--- src/rtl/rcr_pkg.sv ---
/*
 reset cause and remap package: register offsets, field positions, reset
 values and the bus carrier structs.
 assumes an APB slave with 32-bit data and word-aligned registers.
*/
// Functional notes
// - four reset causes are accepted: external pin, power-on, watchdog expiry and software force.
// - a power-on reset sets bit 0 of reset_cause_status.
// - a watchdog timeout reset sets bit 1 of reset_cause_status.
// - writing 1 to bit 2 of reset_cause_status forces a software reset and records it in bit 2.
// - each cause bit stays set until a 1 is written to the same bit of reset_cause_clear or an external pin reset clears the register.
// - an all-zero reset_cause_status means the last reset came from the external pin.
// - a clear that leaves any set cause bit uncleared raises a reset event.
// - setting bit 0 of low_memory_map_select mirrors SRAM at address zero.
// - an external pin, watchdog or software reset clears the remap bit so Flash is mirrored at address zero again.
package rcr_pkg;
   localparam logic [11:0] RCR_OFS_REMAP  = 12'h000;
   localparam logic [11:0] RCR_OFS_STATUS = 12'h004;
   localparam logic [11:0] RCR_OFS_CLEAR  = 12'h008;
   localparam int          RCR_BIT_POR    = 0;
   localparam int          RCR_BIT_WDT    = 1;
   localparam int          RCR_BIT_SWR    = 2;
   localparam int          RCR_BIT_REMAP  = 0;
   localparam logic [7:0]  RCR_CAUSE_MASK = 8'h07;
   localparam logic [7:0]  RCR_CAUSE_RST  = 8'h00;
   localparam logic        RCR_REMAP_RST  = 1'b0;
   localparam logic [3:0]  RCR_PULSE_LEN  = 4'h8;

   typedef struct packed {
      logic        psel;
      logic        penable;
      logic        pwrite;
      logic [11:0] paddr;
      logic [31:0] pwdata;
   } rcr_apb_req_t;

   typedef struct packed {
      logic        pready;
      logic        pslverr;
      logic [31:0] prdata;
   } rcr_apb_rsp_t;
endpackage : rcr_pkg

--- src/rtl/rcr_core.sv ---
/*
 reset cause recorder and low memory remap select with an APB slave.
 assumes reset sources arrive asynchronously and are synchronised here;
 sys_rst_req feeds the chip reset controller, which later resets
 this block through ext/por/wdt inputs (not arst_n, which is por-only).
*/
// The APB slave port and the address map were left to the implementer.
`timescale 1ns/1ps
module rcr_core (
   input  wire logic                  clk,
   input  wire logic                  arst_n,
   input  wire rcr_pkg::rcr_apb_req_t apb_req,
   output rcr_pkg::rcr_apb_rsp_t      apb_rsp,
   input  wire logic                  por_evt,
   input  wire logic                  wdt_evt,
   input  wire logic                  ext_rst_evt,
   output logic                       sys_rst_req,
   output logic                       sram_at_zero
);
   import rcr_pkg::*;

   typedef struct packed {
      logic [1:0]   por_s;
      logic [1:0]   wdt_s;
      logic [1:0]   ext_s;
      logic         wdt_d;
      logic         ext_d;
      logic         por_seen;
      logic [7:0]   cause;
      logic         remap;
      logic [3:0]   pulse_cnt;
      logic         rst_req;
      rcr_apb_rsp_t rsp;
   } rcr_state_t;

   rcr_state_t st_r;
   rcr_state_t st_nxt;

   ////////////////////////////////////////////////////////////////////////
   logic        wr_acc;
   logic        rd_acc;
   logic        wdt_rise;
   logic        ext_rise;
   logic        sw_force;
   logic        clr_hit;
   logic [7:0]  clr_bits;
   logic [7:0]  set_bits;
   logic        any_reset;

   always_comb begin
      wr_acc   = apb_req.psel && apb_req.penable && apb_req.pwrite;
      rd_acc   = apb_req.psel && apb_req.penable && !apb_req.pwrite;
      // only the second stage is read; first stage feeds nothing else
      wdt_rise = st_r.wdt_s[1] && !st_r.wdt_d;
      ext_rise = st_r.ext_s[1] && !st_r.ext_d;
      sw_force = wr_acc && apb_req.paddr == RCR_OFS_STATUS
                 && apb_req.pwdata[RCR_BIT_SWR];
      clr_hit  = wr_acc && apb_req.paddr == RCR_OFS_CLEAR;
      clr_bits = clr_hit ? apb_req.pwdata[7:0] & RCR_CAUSE_MASK
                         : 8'h00;
      set_bits = 8'h00;
      set_bits[RCR_BIT_POR] = st_r.por_s[1] && !st_r.por_seen;
      set_bits[RCR_BIT_WDT] = wdt_rise;
      set_bits[RCR_BIT_SWR] = sw_force;
      // external reset leaves no mark so the register reads null
      any_reset = ext_rise || wdt_rise || sw_force;

      st_nxt = st_r;
      st_nxt.por_s    = {st_r.por_s[0], por_evt};
      st_nxt.wdt_s    = {st_r.wdt_s[0], wdt_evt};
      st_nxt.ext_s    = {st_r.ext_s[0], ext_rst_evt};
      st_nxt.wdt_d    = st_r.wdt_s[1];
      st_nxt.ext_d    = st_r.ext_s[1];
      if (st_r.por_s[1])
         st_nxt.por_seen = 1'b1;
      // set wins over clear in the same cycle
      st_nxt.cause = (st_r.cause & ~clr_bits) | set_bits;
      if (ext_rise)
         st_nxt.cause = set_bits;
      if (wr_acc && apb_req.paddr == RCR_OFS_REMAP)
         st_nxt.remap = apb_req.pwdata[RCR_BIT_REMAP];
      if (any_reset)
         st_nxt.remap = RCR_REMAP_RST;

      // partial clear of the set cause bits forces a reset
      if (any_reset || (clr_hit && ((st_r.cause & ~clr_bits) != 8'h00)))
         st_nxt.pulse_cnt = RCR_PULSE_LEN;
      else if (st_r.pulse_cnt != 4'h0)
         st_nxt.pulse_cnt = st_r.pulse_cnt - 4'h1;
      st_nxt.rst_req = st_nxt.pulse_cnt != 4'h0;

      st_nxt.rsp.pready  = apb_req.psel && !apb_req.penable;
      st_nxt.rsp.pslverr = 1'b0;
      st_nxt.rsp.prdata  = 32'h0000_0000;
      if (apb_req.psel && !apb_req.penable && !apb_req.pwrite) begin
         unique case (apb_req.paddr)
            RCR_OFS_REMAP:  st_nxt.rsp.prdata = {31'h0, st_r.remap};
            RCR_OFS_STATUS: st_nxt.rsp.prdata = {24'h0, st_r.cause};
            RCR_OFS_CLEAR:  st_nxt.rsp.prdata = 32'h0000_0000;
            default:        st_nxt.rsp.pslverr = 1'b1;
         endcase
      end
      if (apb_req.psel && !apb_req.penable && apb_req.pwrite
          && apb_req.paddr != RCR_OFS_REMAP
          && apb_req.paddr != RCR_OFS_STATUS
          && apb_req.paddr != RCR_OFS_CLEAR)
         st_nxt.rsp.pslverr = 1'b1;
      if (rd_acc)
         st_nxt.rsp.pready = 1'b0;
   end

   ////////////////////////////////////////////////////////////////////////
   // arst_n is the power-on reset: everything, remap included, clears
   always_ff @(posedge clk or negedge arst_n) begin
      if (!arst_n) begin
         st_r       <= '0;
         st_r.cause <= RCR_CAUSE_RST;
         st_r.remap <= RCR_REMAP_RST;
      end else begin
         st_r <= st_nxt;
      end
   end

   always_comb begin
      apb_rsp      = st_r.rsp;
      sys_rst_req  = st_r.rst_req;
      sram_at_zero = st_r.remap;
   end

   ////////////////////////////////////////////////////////////////////////
   property p_swr_sets;
      @(posedge clk) disable iff (!arst_n)
      sw_force |=> st_r.cause[RCR_BIT_SWR];
   endproperty
   a_swr_sets: assert property (p_swr_sets)
      else $error("software force not recorded");

   property p_wdt_sets;
      @(posedge clk) disable iff (!arst_n)
      wdt_rise |=> st_r.cause[RCR_BIT_WDT] ##0 sys_rst_req;
   endproperty
   a_wdt_sets: assert property (p_wdt_sets)
      else $error("watchdog cause or reset missing");

   property p_sticky;
      @(posedge clk) disable iff (!arst_n)
      (st_r.cause[RCR_BIT_WDT] && !clr_bits[RCR_BIT_WDT] && !ext_rise)
      |=> st_r.cause[RCR_BIT_WDT];
   endproperty
   a_sticky: assert property (p_sticky)
      else $error("cause bit lost without clear");

   property p_partial_clr;
      @(posedge clk) disable iff (!arst_n)
      (clr_hit && (st_r.cause & ~clr_bits) != 8'h00)
      |=> sys_rst_req [*8];
   endproperty
   a_partial_clr: assert property (p_partial_clr)
      else $error("partial clear gave no reset");

   property p_remap_rst;
      @(posedge clk) disable iff (!arst_n)
      any_reset |=> !sram_at_zero;
   endproperty
   a_remap_rst: assert property (p_remap_rst)
      else $error("remap not cleared on reset");

   property p_remap_wr;
      @(posedge clk) disable iff (!arst_n)
      (wr_acc && apb_req.paddr == RCR_OFS_REMAP && !any_reset)
      |=> sram_at_zero == $past(apb_req.pwdata[RCR_BIT_REMAP]);
   endproperty
   a_remap_wr: assert property (p_remap_wr)
      else $error("remap write not taken");

   property p_ext_null;
      @(posedge clk) disable iff (!arst_n)
      (ext_rise && set_bits == 8'h00) |=> st_r.cause == 8'h00;
   endproperty
   a_ext_null: assert property (p_ext_null)
      else $error("external reset left cause bits");

   property p_clr_rd;
      @(posedge clk) disable iff (!arst_n)
      (rd_acc && apb_req.paddr == RCR_OFS_CLEAR && apb_rsp.pready)
      |-> apb_rsp.prdata == 32'h0000_0000;
   endproperty
   a_clr_rd: assert property (p_clr_rd)
      else $error("clear register read nonzero");

   ////////////////////////////////////////////////////////////////////////
   // per-bit set and clear checks; set wins when both land together
   property p_por_sets;
      @(posedge clk) disable iff (!arst_n)
      (st_r.por_s[1] && !st_r.por_seen) |=> st_r.cause[RCR_BIT_POR];
   endproperty
   a_por_sets: assert property (p_por_sets)
      else $error("power-on cause not recorded");

   property p_swr_req;
      @(posedge clk) disable iff (!arst_n)
      sw_force |=> sys_rst_req;
   endproperty
   a_swr_req: assert property (p_swr_req)
      else $error("software force gave no reset request");

   property p_ext_req;
      @(posedge clk) disable iff (!arst_n)
      ext_rise |=> sys_rst_req && !sram_at_zero;
   endproperty
   a_ext_req: assert property (p_ext_req)
      else $error("external reset not acted on");

   property p_sticky_por;
      @(posedge clk) disable iff (!arst_n)
      (st_r.cause[RCR_BIT_POR] && !clr_bits[RCR_BIT_POR] && !ext_rise)
      |=> st_r.cause[RCR_BIT_POR];
   endproperty
   a_sticky_por: assert property (p_sticky_por)
      else $error("power-on cause lost without clear");

   property p_sticky_swr;
      @(posedge clk) disable iff (!arst_n)
      (st_r.cause[RCR_BIT_SWR] && !clr_bits[RCR_BIT_SWR] && !ext_rise)
      |=> st_r.cause[RCR_BIT_SWR];
   endproperty
   a_sticky_swr: assert property (p_sticky_swr)
      else $error("software cause lost without clear");

   property p_clr_por;
      @(posedge clk) disable iff (!arst_n)
      (clr_bits[RCR_BIT_POR] && !set_bits[RCR_BIT_POR])
      |=> !st_r.cause[RCR_BIT_POR];
   endproperty
   a_clr_por: assert property (p_clr_por)
      else $error("power-on cause not cleared");

   property p_clr_wdt;
      @(posedge clk) disable iff (!arst_n)
      (clr_bits[RCR_BIT_WDT] && !set_bits[RCR_BIT_WDT])
      |=> !st_r.cause[RCR_BIT_WDT];
   endproperty
   a_clr_wdt: assert property (p_clr_wdt)
      else $error("watchdog cause not cleared");

   property p_clr_swr;
      @(posedge clk) disable iff (!arst_n)
      (clr_bits[RCR_BIT_SWR] && !set_bits[RCR_BIT_SWR])
      |=> !st_r.cause[RCR_BIT_SWR];
   endproperty
   a_clr_swr: assert property (p_clr_swr)
      else $error("software cause not cleared");

   property p_clr_zero;
      @(posedge clk) disable iff (!arst_n)
      (clr_hit && clr_bits == 8'h00 && set_bits == 8'h00 && !ext_rise)
      |=> $stable(st_r.cause);
   endproperty
   a_clr_zero: assert property (p_clr_zero)
      else $error("zero clear changed the cause");

   property p_full_clr;
      @(posedge clk) disable iff (!arst_n)
      (clr_hit && (st_r.cause & ~clr_bits) == 8'h00 && !any_reset
       && st_r.pulse_cnt <= 4'h1) |=> !sys_rst_req;
   endproperty
   a_full_clr: assert property (p_full_clr)
      else $error("full clear raised a reset request");

   property p_reserved;
      @(posedge clk) disable iff (!arst_n)
      st_r.cause[7:3] == 5'h00;
   endproperty
   a_reserved: assert property (p_reserved)
      else $error("reserved cause bit set");

   property p_remap_hold;
      @(posedge clk) disable iff (!arst_n)
      (!(wr_acc && apb_req.paddr == RCR_OFS_REMAP) && !any_reset)
      |=> $stable(sram_at_zero);
   endproperty
   a_remap_hold: assert property (p_remap_hold)
      else $error("remap changed without write or reset");

   // bus answer shape: one-cycle ready after every setup cycle
   property p_rdy_once;
      @(posedge clk) disable iff (!arst_n)
      apb_rsp.pready |=> !apb_rsp.pready;
   endproperty
   a_rdy_once: assert property (p_rdy_once)
      else $error("ready stood longer than one cycle");

   property p_rdy_answer;
      @(posedge clk) disable iff (!arst_n)
      (apb_req.psel && !apb_req.penable) |=> apb_rsp.pready;
   endproperty
   a_rdy_answer: assert property (p_rdy_answer)
      else $error("setup cycle not answered");

   property p_err_rdy;
      @(posedge clk) disable iff (!arst_n)
      apb_rsp.pslverr |-> apb_rsp.pready;
   endproperty
   a_err_rdy: assert property (p_err_rdy)
      else $error("error flag without ready");
endmodule : rcr_core

--- config.mk ---
export PLATFORM = sky130hd
export DESIGN_NAME = rcr_core
export DESIGN_NICKNAME = d
export VERILOG_FILES = /design/src/rtl/rcr_pkg.sv /design/src/rtl/rcr_core.sv
export SDC_FILE = /design/constraint.sdc
export NUM_CORES = 1
export LEC_CHECK = 0
export BUFFER_PORTS_ARGS = -buffer_cell sky130_fd_sc_hd__buf_4
export CORE_ASPECT_RATIO = 1.5
export CORE_MARGIN = 4
export CORE_UTILIZATION = 35
export DETAILED_ROUTE_END_ITERATION = 8
export PLACE_DENSITY = 0.71
export SKIP_CTS_REPAIR_TIMING = 1
export SYNTH_ARGS = -nofsm -noshare
export SYNTH_HDL_FRONTEND = slang
export SYNTH_SLANG_ARGS = --single-unit
--- constraint.sdc ---
create_clock -name clk -period 1.9 [get_ports clk]
set_input_delay 0.095 -clock clk [delete_from_list [all_inputs] [get_ports clk]]
set_output_delay 0.095 -clock clk [all_outputs]
set_load 0.02 [all_outputs]
; Yosys cells after proc, flatten, opt, wreduce, memory -nomap -nowiden
; Index checks and enable logic that the tools add are counted.
[op_classes]
n_addsub = 1
n_mul = 0
div_mod_pow = 0
magnitude_cmp = 0
eq_ne = 4
shift = 0
n_mux = 11
n_bitwise = 3
n_reduce_logical = 32
[ops]
columns = op, n
row1 = 33-bit 2-to-1 mux, 1
row2 = 1-bit logical AND, 17
row3 = 8-bit one-hot mux with 2 select lines, 1
row4 = "12-bit by 3-bit equality test with 1-bit output, second input constant", 1
row5 = "12-bit by 4-bit equality test with 1-bit output, second input constant", 1
row6 = 12-bit zero test, 1
row7 = "12-bit by 3-bit != test with 1-bit output, second input constant", 1
row8 = "12-bit by 4-bit != test with 1-bit output, second input constant", 1
row9 = 12-bit nonzero test, 1
row10 = 8-bit bitwise AND, 1
row11 = 4-bit 2-to-1 mux, 2
row12 = 8-bit 2-to-1 mux, 1
row13 = 3-bit inverter with 8-bit output, 1
row14 = 8-bit by 3-bit OR with 8-bit output, 1
row15 = 4-bit nonzero test, 2
row16 = 8-bit nonzero test, 1
row17 = 1-bit zero test, 5
row18 = 1-bit 2-to-1 mux, 5
row19 = "4-bit by 1-bit subtractor with 4-bit output, second input constant", 1
row20 = 1-bit logical OR, 3
row21 = 3-bit 2-to-1 mux, 1
row22 = 3-bit OR reduction, 1
row23 = 2-bit nonzero test, 1
[word_totals]
register_bits = 57
latch_bits = 0
ramBits = 0
rom_bits = 0
inputBits = 52
output_inout_bits = 36
memories = 0

; Depth between registers and ports, before layout
; Gate-level depths: netlist of the first run.
[depth]
depth_word = 11
ltp_mapped = 6
ltp_nobuf = 6

; Worst setup path after synthesis of the first run
; Ideal clock, no wire load.
[synth_timing]
kind = in2reg
startpoint = input port apb_req[41] (netlist bit)
endpoint = register st_r (netlist bit apb_rsp[0])
arrival_ns = 1.641
t_required_ns = 1.820
path_slack_ns = 0.178
cell_stages = 4
path_buffers = 0
path_cell_list = or4_4 -> or4_4 -> or3_1 -> nor3_2
[synth_lines]
columns = item, line
row1 = from (decl), rcr_core.sv:12  ; input wire rcr_pkg::rcr_apb_req_t apb_req,
row2 = to (signal assigned), rcr_core.sv:120  ; st_r <= st_nxt;
row3 = to (decl), rcr_core.sv:36  ; rcr_state_t st_r;

==> impl_metrics.yaml, run 1 <==
power_and_ir_drop:
  comb_power_share: 0.275
  p_sw_frac: 0.2904
  p_leak_nw: 0.7546
  p_seq_frac: 0.424
  ir_drop_mv: 0.5199
  switchingPower_w: 0.0004235
  internal_power_w: 0.001035
  power_density_nw_per_um2: 957.8
  p_total_w: 0.001459
  p_clk_frac: 0.301
worst_setup_path:
  crit_buf_inv: 1
  crit_chain: "buf_4 -> or4_4 -> or4_4 -> or3_1 -> nor3_2"
  critPathSlowestCell: "or4_4"
  cpPeakStageDelay_ns: 0.54
  crit_start: "apb_req[41]"
  required_ns: 2.07
  path_max_fanout: 5
  worst-setup-path-type: "in -> reg"
  critPathTopFamily: "simple AND/OR/NAND/NOR gates"
  crit_path_frequent_cell: "or4_4"
  endpoint_kind: "flip-flop"
  timing.rr.start: "st_r[35]$_DFF_PN0_"
  cp.arrival_ns: 1.86
  cp-start-kind: "primary input"
global_route:
  grt_max_degree: 25
  grt_first_pass_wirelength_um: 3795
  antenna_found_initial: 0
  gr-total-overflow: 0
  grt_pass1_vias: 864
  grt_use_total: 0.1065
sta:
  rsz0062_at_grt: "no"
  skew_ns: 0.002217
  final_max_slew_viol_count: 0
  fin_tns_setup_ns: 0
  fin_crit_sh: 0.8859
  setup_viol: 0
  hold_violations: 0
  whs_ns: 0.03271
  min_period_ns: 1.683
  max_clock_freq_mhz: 594.1
floorplanning:
  dieArea_um2: 4648
  rows: 26
  floorplan.initialDensity: 0.3657
  coreArea_um2: 3448
  die_h_um: 81.52
  die_w_um: 57.02
  pin_count: 88
place:
  place_hpwl_um: 1945
  place_area_um2: 1411
  gp_congestion: 0.7908
  port_buffers: 34
yosys:
  synth.ff_latch_count: 24
  syn_area_per_cell_um2: 10.34
  synth_area_leaders: "dfrtp_1 (48%), buf_4 (20%), or3_1 (2.5%)"
  synth_cells: 122
  synth.top_cell.area_share: 0.4762
  synth_cell_types: 30
  synth_area_leader_cell: "dfrtp_1"
  syn_area_um2: 1261
  ys_seq_area_frac: 0.4762
  ys_warn_count: 0
clocking:
  cts_root_buf: "clkbuf_8"
  clock_latency_ns: 0.26
  clockBufferDepth: 2
  htree_num_levels: 1
  clock_sinks: 24
  cts_tree: "done"
  numCtsBuffers: 3
  clk_pin_slew_worst_paths_ns: 0.08
finish:
  final_util: 0.4416
  drive_gt1_frac: 0.2968
  final_cell_mix: "buf_4 (35), conb_1 (25), dfrtp_1 (24)"
  fin_nets: 209
  final_common_cell: "buf_4"
  final_cell_area_um2: 1523
  fillCellCount: 337
  seqCellArea_um2: 600.6
  syn2layout_area_growth_pct: 20.73
  multi_input_area_um2: 465.4
  num_antenna_cells: 0
hold_path:
  min_from: "apb_req[35]"
  hold_path.class: "in -> reg"
routing:
  drtIter0Drc: 18
  wl_per_cell_um: 12.14
  drt_first_pass_iters: 4
  via_per_inst: 4.310
  drc: 0
  final_antenna_net_count: 0
  totalWireLength_um: 2391
  vias: 849
status:
  outcome: "completed"
run:
  maxCapViolCount: 0
[cell type report]
cell class,instances,share of cell area
tap,42,0.03451
sequential,24,0.3944
inverter,8,0.01972
clock inverter,1,0.01972
clock buffer,3,0.02712
timing repair buffer,39,0.1988
multi-input combinational,80,0.3057
[power groups by stage]
stage          clock network (W)  logic [W]  registers [W]
6_report                0.000439   0.000401       0.000619
5_1_grt                 0.000487   0.000447       0.000627
4_1_cts                 0.000460   0.000395       0.000619
3_5_place_dp                   0   0.000394       0.000629
3_3_place_gp                   0   0.000368       0.000622
2_1_floorplan                  0   0.000327       0.000622
[Yosys cell counts, drive strengths merged]
master  number
a32o         1
ha           1
dfrtp       24
nand2        4
xnor2        1
and2         2
o21ai        1
or3          5
or3b         1
inv          8
or2          1
a31o         1
a21oi        3
nand4b       1
conb         1
or4          4
mux2i        3
nand3        1
nor3         5
nor2         6
a21o         2
o221ai       1
nor2b        3
nor3b        1
a222oi       1
nor4         3
nand2b       3
buf         34
[metrics by stage]
stage	worst slack [ns]	instances
after detailed placement	-0.04499	189
after global routing	0.1980	197
final	0.2168	197
after floorplan	0.1784	146
after CTS	0.2360	193
after global placement	0.02599	189
[flip-flops by register name (all words and copies together), names as in the netlist]
| name | flops |
|---|---|
| apb_rsp | 6 |
| sys_rst_req | 1 |
| st_nxt | 5 |
| st_r | 11 |
| sram_at_zero | 1 |
[path summary, 6_finish.rpt]
check | to | slack, ns | cells after the start
worst min-delay path | apb_rsp[0]$_DFF_PN0_ | 0.03 | 2
worst min register to register | st_nxt[49]$_DFF_PN0_ | 0.35 | 0
min in group asynchronous | apb_rsp[2]$_DFF_PN0_ | 0.27 | 2
worst max register to register | sys_rst_req$_DFF_PN0_ | 0.33 | 5
max in group asynchronous | apb_rsp[6]$_DFF_PN0_ | 1.39 | 2
worst max-delay path | apb_rsp[0]$_DFF_PN0_ | 0.22 | 5
[metal layers]
layer / track usage / share of wire
met1: 0.09046 / 0.33
met2: 0.2185 / 0.57
met3: 0.02830 / 0.091
met4: 0.05336 / 0.0059
met5: 0 / 0
[logic make-up (layout without fill, tap and decap cells)]
family,Yosys count,after routing,share of synthesized area
muxes,3,3,0.02381
AOI/OAI and AO/OA,10,10,0.06249
DFF,24,24,0.4762
other,1,25,0.002973
and+or+nand+nor,40,40,0.1915
adders and majority gates,1,1,0.009919
xor gates and xnor gates,1,1,0.006946
buffers and inverters,42,51,0.2262
No activity file was read; power rests on OpenSTA's default activity.
==> inputs of run 2 (changes only) <==
HOLD_SLACK_MARGIN = 0.05   (was default)
==> run 2 against run 1 <==
Sequential power hardly changed; first-iteration DRC count is 28% higher; critical path depth stayed put; via count is 1.1% higher; register-to-register slack hardly changed; fmax is 0.87% higher; power is 0.59% higher; global-route usage stayed put; clock power is 1% higher; largest cell class unchanged; largest power group unchanged.
==> impl_metrics.yaml, run 2 (same netlist as run 1, synthesis figures left out) <==
worst_setup_path:
  critPathSlowestCell: "or4_4"
  cp.arrival_ns: 1.85
  worst-setup-path-type: "in -> reg"
  path_max_fanout: 5
  cpPeakStageDelay_ns: 0.54
  endpoint_kind: "flip-flop"
  crit_buf_inv: 1
  crit_path_frequent_cell: "or4_4"
  cp-start-kind: "primary input"
  required_ns: 2.08
  crit_chain: "buf_4 -> or4_4 -> or4_4 -> or3_1 -> nor3_2"
  critPathTopFamily: "simple AND/OR/NAND/NOR gates"
sta:
  min_period_ns: 1.669
  hold_violations: 0
  rsz0062_at_grt: "no"
  max_clock_freq_mhz: 599.3
  fin_crit_sh: 0.8783
  whs_ns: 0.09607
  setup_viol: 0
  final_max_slew_viol_count: 0
  layout_setup_ws_ns: 0.2312
  skew_ns: 0.002749
clocking:
  clockBufferDepth: 2
  cts_root_buf: "clkbuf_8"
  clock_latency_ns: 0.26
  clk_pin_slew_worst_paths_ns: 0.09
  clock_sinks: 24
  cts_tree: "done"
  htree_num_levels: 1
  numCtsBuffers: 3
floorplanning:
  die_w_um: 57.02
  coreArea_um2: 3448
  die_h_um: 81.52
  floorplan.initialDensity: 0.3657
  dieArea_um2: 4648
  rows: 26
  pin_count: 88
routing:
  drc: 0
  vias: 858
  wl_per_cell_um: 12.12
  via_per_inst: 4.333
  totalWireLength_um: 2399
  drtIter0Drc: 23
  drt_first_pass_iters: 4
  final_antenna_net_count: 0
place:
  place_hpwl_um: 1945
  port_buffers: 34
  placed_cells: 189
  dp_slack_ns: -0.04499
  gp_congestion: 0.7908
  place_area_um2: 1411
finish:
  num_antenna_cells: 0
  drive_gt1_frac: 0.2949
  seqCellArea_um2: 600.6
  final_cell_mix: "buf_4 (35), conb_1 (25), dfrtp_1 (24)"
  instances_no_fill: 198
  multi_input_area_um2: 465.4
  fin_nets: 210
  syn2layout_area_growth_pct: 21.53
  final_common_cell: "buf_4"
  largest_reg_flops: 11
  final_cell_area_um2: 1533
  fillCellCount: 336
  largest_register: "st_r"
power_and_ir_drop:
  p_leak_nw: 0.7587
  power_density_nw_per_um2: 957.2
  p_total_w: 0.001467
  ir_drop_mv: 0.5290
hold_path:
  hold_path.class: "in -> reg"
global_route:
  grt_first_pass_wirelength_um: 3795
  antenna_found_initial: 0
  gr-total-overflow: 0
  grt_use_total: 0.1065
  grt_max_degree: 25
  grt_pass1_vias: 864
run:
  maxCapViolCount: 0
status:
  outcome: "completed"
==> run 2: path summary, 6_finish.rpt <==
check | to | startpoint | slack (ns) | depth (start not counted)
worst max-delay path | apb_rsp[0]$_DFF_PN0_ | apb_req[41] | 0.23 | 5
worst min-delay path | sram_at_zero$_DFFE_PN0P_ | apb_req[0] | 0.1 | 3
worst max register to register | sys_rst_req$_DFF_PN0_ | st_r[35]$_DFF_PN0_ | 0.33 | 5
worst min register to register | st_nxt[49]$_DFF_PN0_ | st_nxt[52]$_DFF_PN0_ | 0.35 | 0
max in group asynchronous | apb_rsp[6]$_DFF_PN0_ | arst_n | 1.39 | 2
min in group asynchronous | apb_rsp[33]$_DFF_PN0_ | arst_n | 0.27 | 2
==> run 2: per-stage QoR <==
step / setup TNS [ns] / util
finish: 0 / 0.4445
global route: 0 / 0.4445
CTS: 0 / 0.4300
detailed placement: -0.04499 / 0.4093
global placement: 0 / 0.4093
floorplan: 0 / -
==> run 2: routing by layer <==
layer  track usage  up-vias  share of wire
met5             0        -              0
met4       0.05336        0          0.013
met3       0.02830        4          0.093
met2        0.2185       39           0.56
met1       0.09046      395           0.33
li1              -      420              -
==> run 2: cell type report <==
type / instances / area share
sequential: 24 / 0.3918
multi-input combinational: 80 / 0.3037
timing repair buffer: 40 / 0.2041
tap: 42 / 0.03429
clock buffer: 3 / 0.02694
inverter: 8 / 0.01959
clock inverter: 1 / 0.01959
==> run 2: report_power, final <==
group	total (W)	switching, W	leakage [nW]	internal, W
Sequential	0.000619	0.0000490	0.292	0.000570
Clock	0.000445	0.000163	0.0357	0.000282
Combinational	0.000403	0.000218	0.431	0.000185
==> run 2: worst min-delay path: stages <==
cell and delay, ns:
buf_4 0.09, mux2i_1 0.06, nor2_1 0.08
==> inputs of run 3 (changes only) <==
--- a/config.mk
+++ b/config.mk
@@ -10,8 +10,10 @@
 export CORE_MARGIN = 4
 export CORE_UTILIZATION = 35
+export CTS_BUF_LIST = sky130_fd_sc_hd__clkbuf_4 sky130_fd_sc_hd__clkbuf_8
 export DETAILED_ROUTE_END_ITERATION = 8
 export HOLD_SLACK_MARGIN = 0.05
 export PLACE_DENSITY = 0.71
 export SKIP_CTS_REPAIR_TIMING = 1
+export SLEW_MARGIN = 20
 export SYNTH_ARGS = -nofsm -noshare
 export SYNTH_HDL_FRONTEND = slang
==> constraint.sdc (replaced) <==
create_clock -name clk -period 1.9 [get_ports clk]
set_input_delay 0.475 -clock clk [delete_from_list [all_inputs] [get_ports clk]]
set_output_delay 0.475 -clock clk [all_outputs]
set_load 0.02 [all_outputs]
==> run 3 against run 2 <==
The run now ends with setup timing left; sequential cell count stayed put; design area grew 1.1%; utilization is 0.47 points higher; sequential power up 0.6%; wire length grew 7.0%; hold slack lost 0.0090 ns; power increased by 0.27%; largest power group unchanged; highest routed layer unchanged.
==> impl_metrics.yaml, run 3 (same netlist as run 1, synthesis figures left out) <==
routing:
  final_antenna_net_count: 0
  top_layer: "met4"
  wl_per_cell_um: 12.96
  wl_met2_um: 1473
  vias: 883
  wl_met3_um: 190
  drt-met1-wl_um: 855
  drtIter0Drc: 17
  via_per_inst: 4.460
  drc: 0
  totalWireLength_um: 2566
  drt_first_pass_iters: 4
finish:
  syn2layout_area_growth_pct: 22.82
  largest_register: "st_r"
  final_common_cell: "buf_4"
  final_cell_mix: "buf_4 (38), conb_1 (25), dfrtp_1 (24)"
  fin_nets: 210
  num_antenna_cells: 0
  largest_reg_flops: 11
  final_cell_area_um2: 1549
  final_util: 0.4492
  drive_gt1_frac: 0.3397
sta:
  max_clock_freq_mhz: 486.8
  fin_crit_sh: 1.081
  layout_setup_ws_ns: -0.1542
  min_period_ns: 2.054
  setup_viol: 8
  final_max_slew_viol_count: 0
  fin_tns_setup_ns: -0.4652
  rsz0062_at_grt: "yes"
  hold_violations: 0
  skew_ns: 0.006135
place:
  place_area_um2: 1441
  gp_congestion: 0.8248
  port_buffers: 34
  place_hpwl_um: 1954
floorplanning:
  pin_count: 88
  rows: 26
  coreArea_um2: 3448
  die_h_um: 81.52
  die_w_um: 57.02
  dieArea_um2: 4648
  floorplan.initialDensity: 0.3657
worst_setup_path:
  reg2reg_depth: 4
  crit_buf_inv: 2
  crit_chain: "buf_6 -> or4_4 -> or4_4 -> buf_6 -> nor4_4 -> and2_1"
  cpPeakStageDelay_ns: 0.55
  r2r_end: "sys_rst_req$_DFF_PN0_"
  critPathSlowestCell: "or4_4"
  reg2reg_slack_ns: 0.35
  critPathTopFamily: "simple AND/OR/NAND/NOR gates"
  required_ns: 2.11
  worst-setup-path-type: "in -> reg"
  cp-start-kind: "primary input"
  path_max_fanout: 5
  cp.arrival_ns: 2.26
  timing.rr.start: "st_r[40]$_DFF_PN0_"
  endpoint_kind: "flip-flop"
  worstSetupPathDepth: 6
  crit_start: "apb_req[41]"
  endpoint: "apb_rsp[1]$_DFF_PN0_"
power_and_ir_drop:
  internal_power_w: 0.001034
  p_seq_frac: 0.423
  p_total_w: 0.001471
  comb_power_share: 0.272
  p_leak_nw: 0.7688
  power_density_nw_per_um2: 949.7
  p_sw_frac: 0.2973
  ir_drop_mv: 0.5954
  switchingPower_w: 0.0004374
  p_clk_frac: 0.304
global_route:
  grt_pass1_vias: 914
  grt_max_degree: 25
  gr-total-overflow: 0
  antenna_found_initial: 0
  grt_use_total: 0.1108
  grt_first_pass_wirelength_um: 3946
status:
  outcome: "complete, but fails checks"
  violations: "setup timing"
clocking:
  cts_tree: "done"
  clock_sinks: 24
  htree_num_levels: 1
  clock_latency_ns: 0.27
  numCtsBuffers: 3
  cts_root_buf: "clkbuf_8"
  clk_pin_slew_worst_paths_ns: 0.09
  clockBufferDepth: 2
hold_path:
  hold_path.class: "in -> async"
run:
  maxCapViolCount: 0
==> run 3: cell types whose count changed in the layout (fill, tap and decap cells not counted), sizes merged <==
cell / before / now
buf: 35 / 40
dlygate4sd3: 5 / 0
==> run 3: area by class of cell <==
type,count,area (um^2)
inverter,8,30.03
sequential,24,600.6
fill,339,1899
multi-input combinational,80,486.7
clock inverter,1,30.03
clock buffer,3,41.29
timing repair buffer,40,307.8
tap,42,52.55
==> run 3: worst register-to-register path, stage by stage (launching register included) <==
cell      delay [ns]
dfrtp_1         0.41
a222oi_1        0.32
nor2b_1         0.08
buf_4           0.16
or4_1           0.46
==> run 3: layer usage <==
metal | GRT usage | vias up
met2 | 0.2174 | 33
met1 | 0.1013 | 428
met5 | 0 | -
li1 | - | 417
met4 | 0.06032 | 0
met3 | 0.02830 | 5
==> run 3: power groups by stage <==
stage	Combinational (W)	Clock, W	Sequential [W]
5_1_grt	0.000447	0.000489	0.000627
6_report	0.000401	0.000448	0.000623
3_3_place_gp	0.000373	0	0.000623
3_5_place_dp	0.000390	0	0.000628
4_1_cts	0.000399	0.000459	0.000620
2_1_floorplan	0.000327	0	0.000622
==> run 3: stage by stage <==
step | instances | hold WS (ns) | worst slack (ns)
CTS | 197 | 0.09512 | -0.1236
floorplan | 146 | 0.1794 | -0.2016
finish | 198 | 0.08709 | -0.1542
detailed placement | 193 | 0.3358 | -0.4116
global placement | 193 | 0.3322 | -0.3510
global route | 198 | 0.1073 | -0.1857
==> run 3: worst min-delay path by stage <==
stage | slack (ns) | to | startpoint | cells after the start
2_1_floorplan | 0.18 | apb_rsp[0]$_DFF_PN0_ | arst_n | 0
3_3_place_gp | 0.33 | st_nxt[50]$_DFF_PN0_ | st_nxt[54]$_DFF_PN0_ | 0
3_5_place_dp | 0.34 | st_nxt[49]$_DFF_PN0_ | st_nxt[52]$_DFF_PN0_ | 0
4_1_cts | 0.1 | apb_rsp[32]$_DFF_PN0_ | arst_n | 1
5_1_grt | 0.11 | apb_rsp[32]$_DFF_PN0_ | arst_n | 1
6_report | 0.09 | apb_rsp[32]$_DFF_PN0_ | arst_n | 1
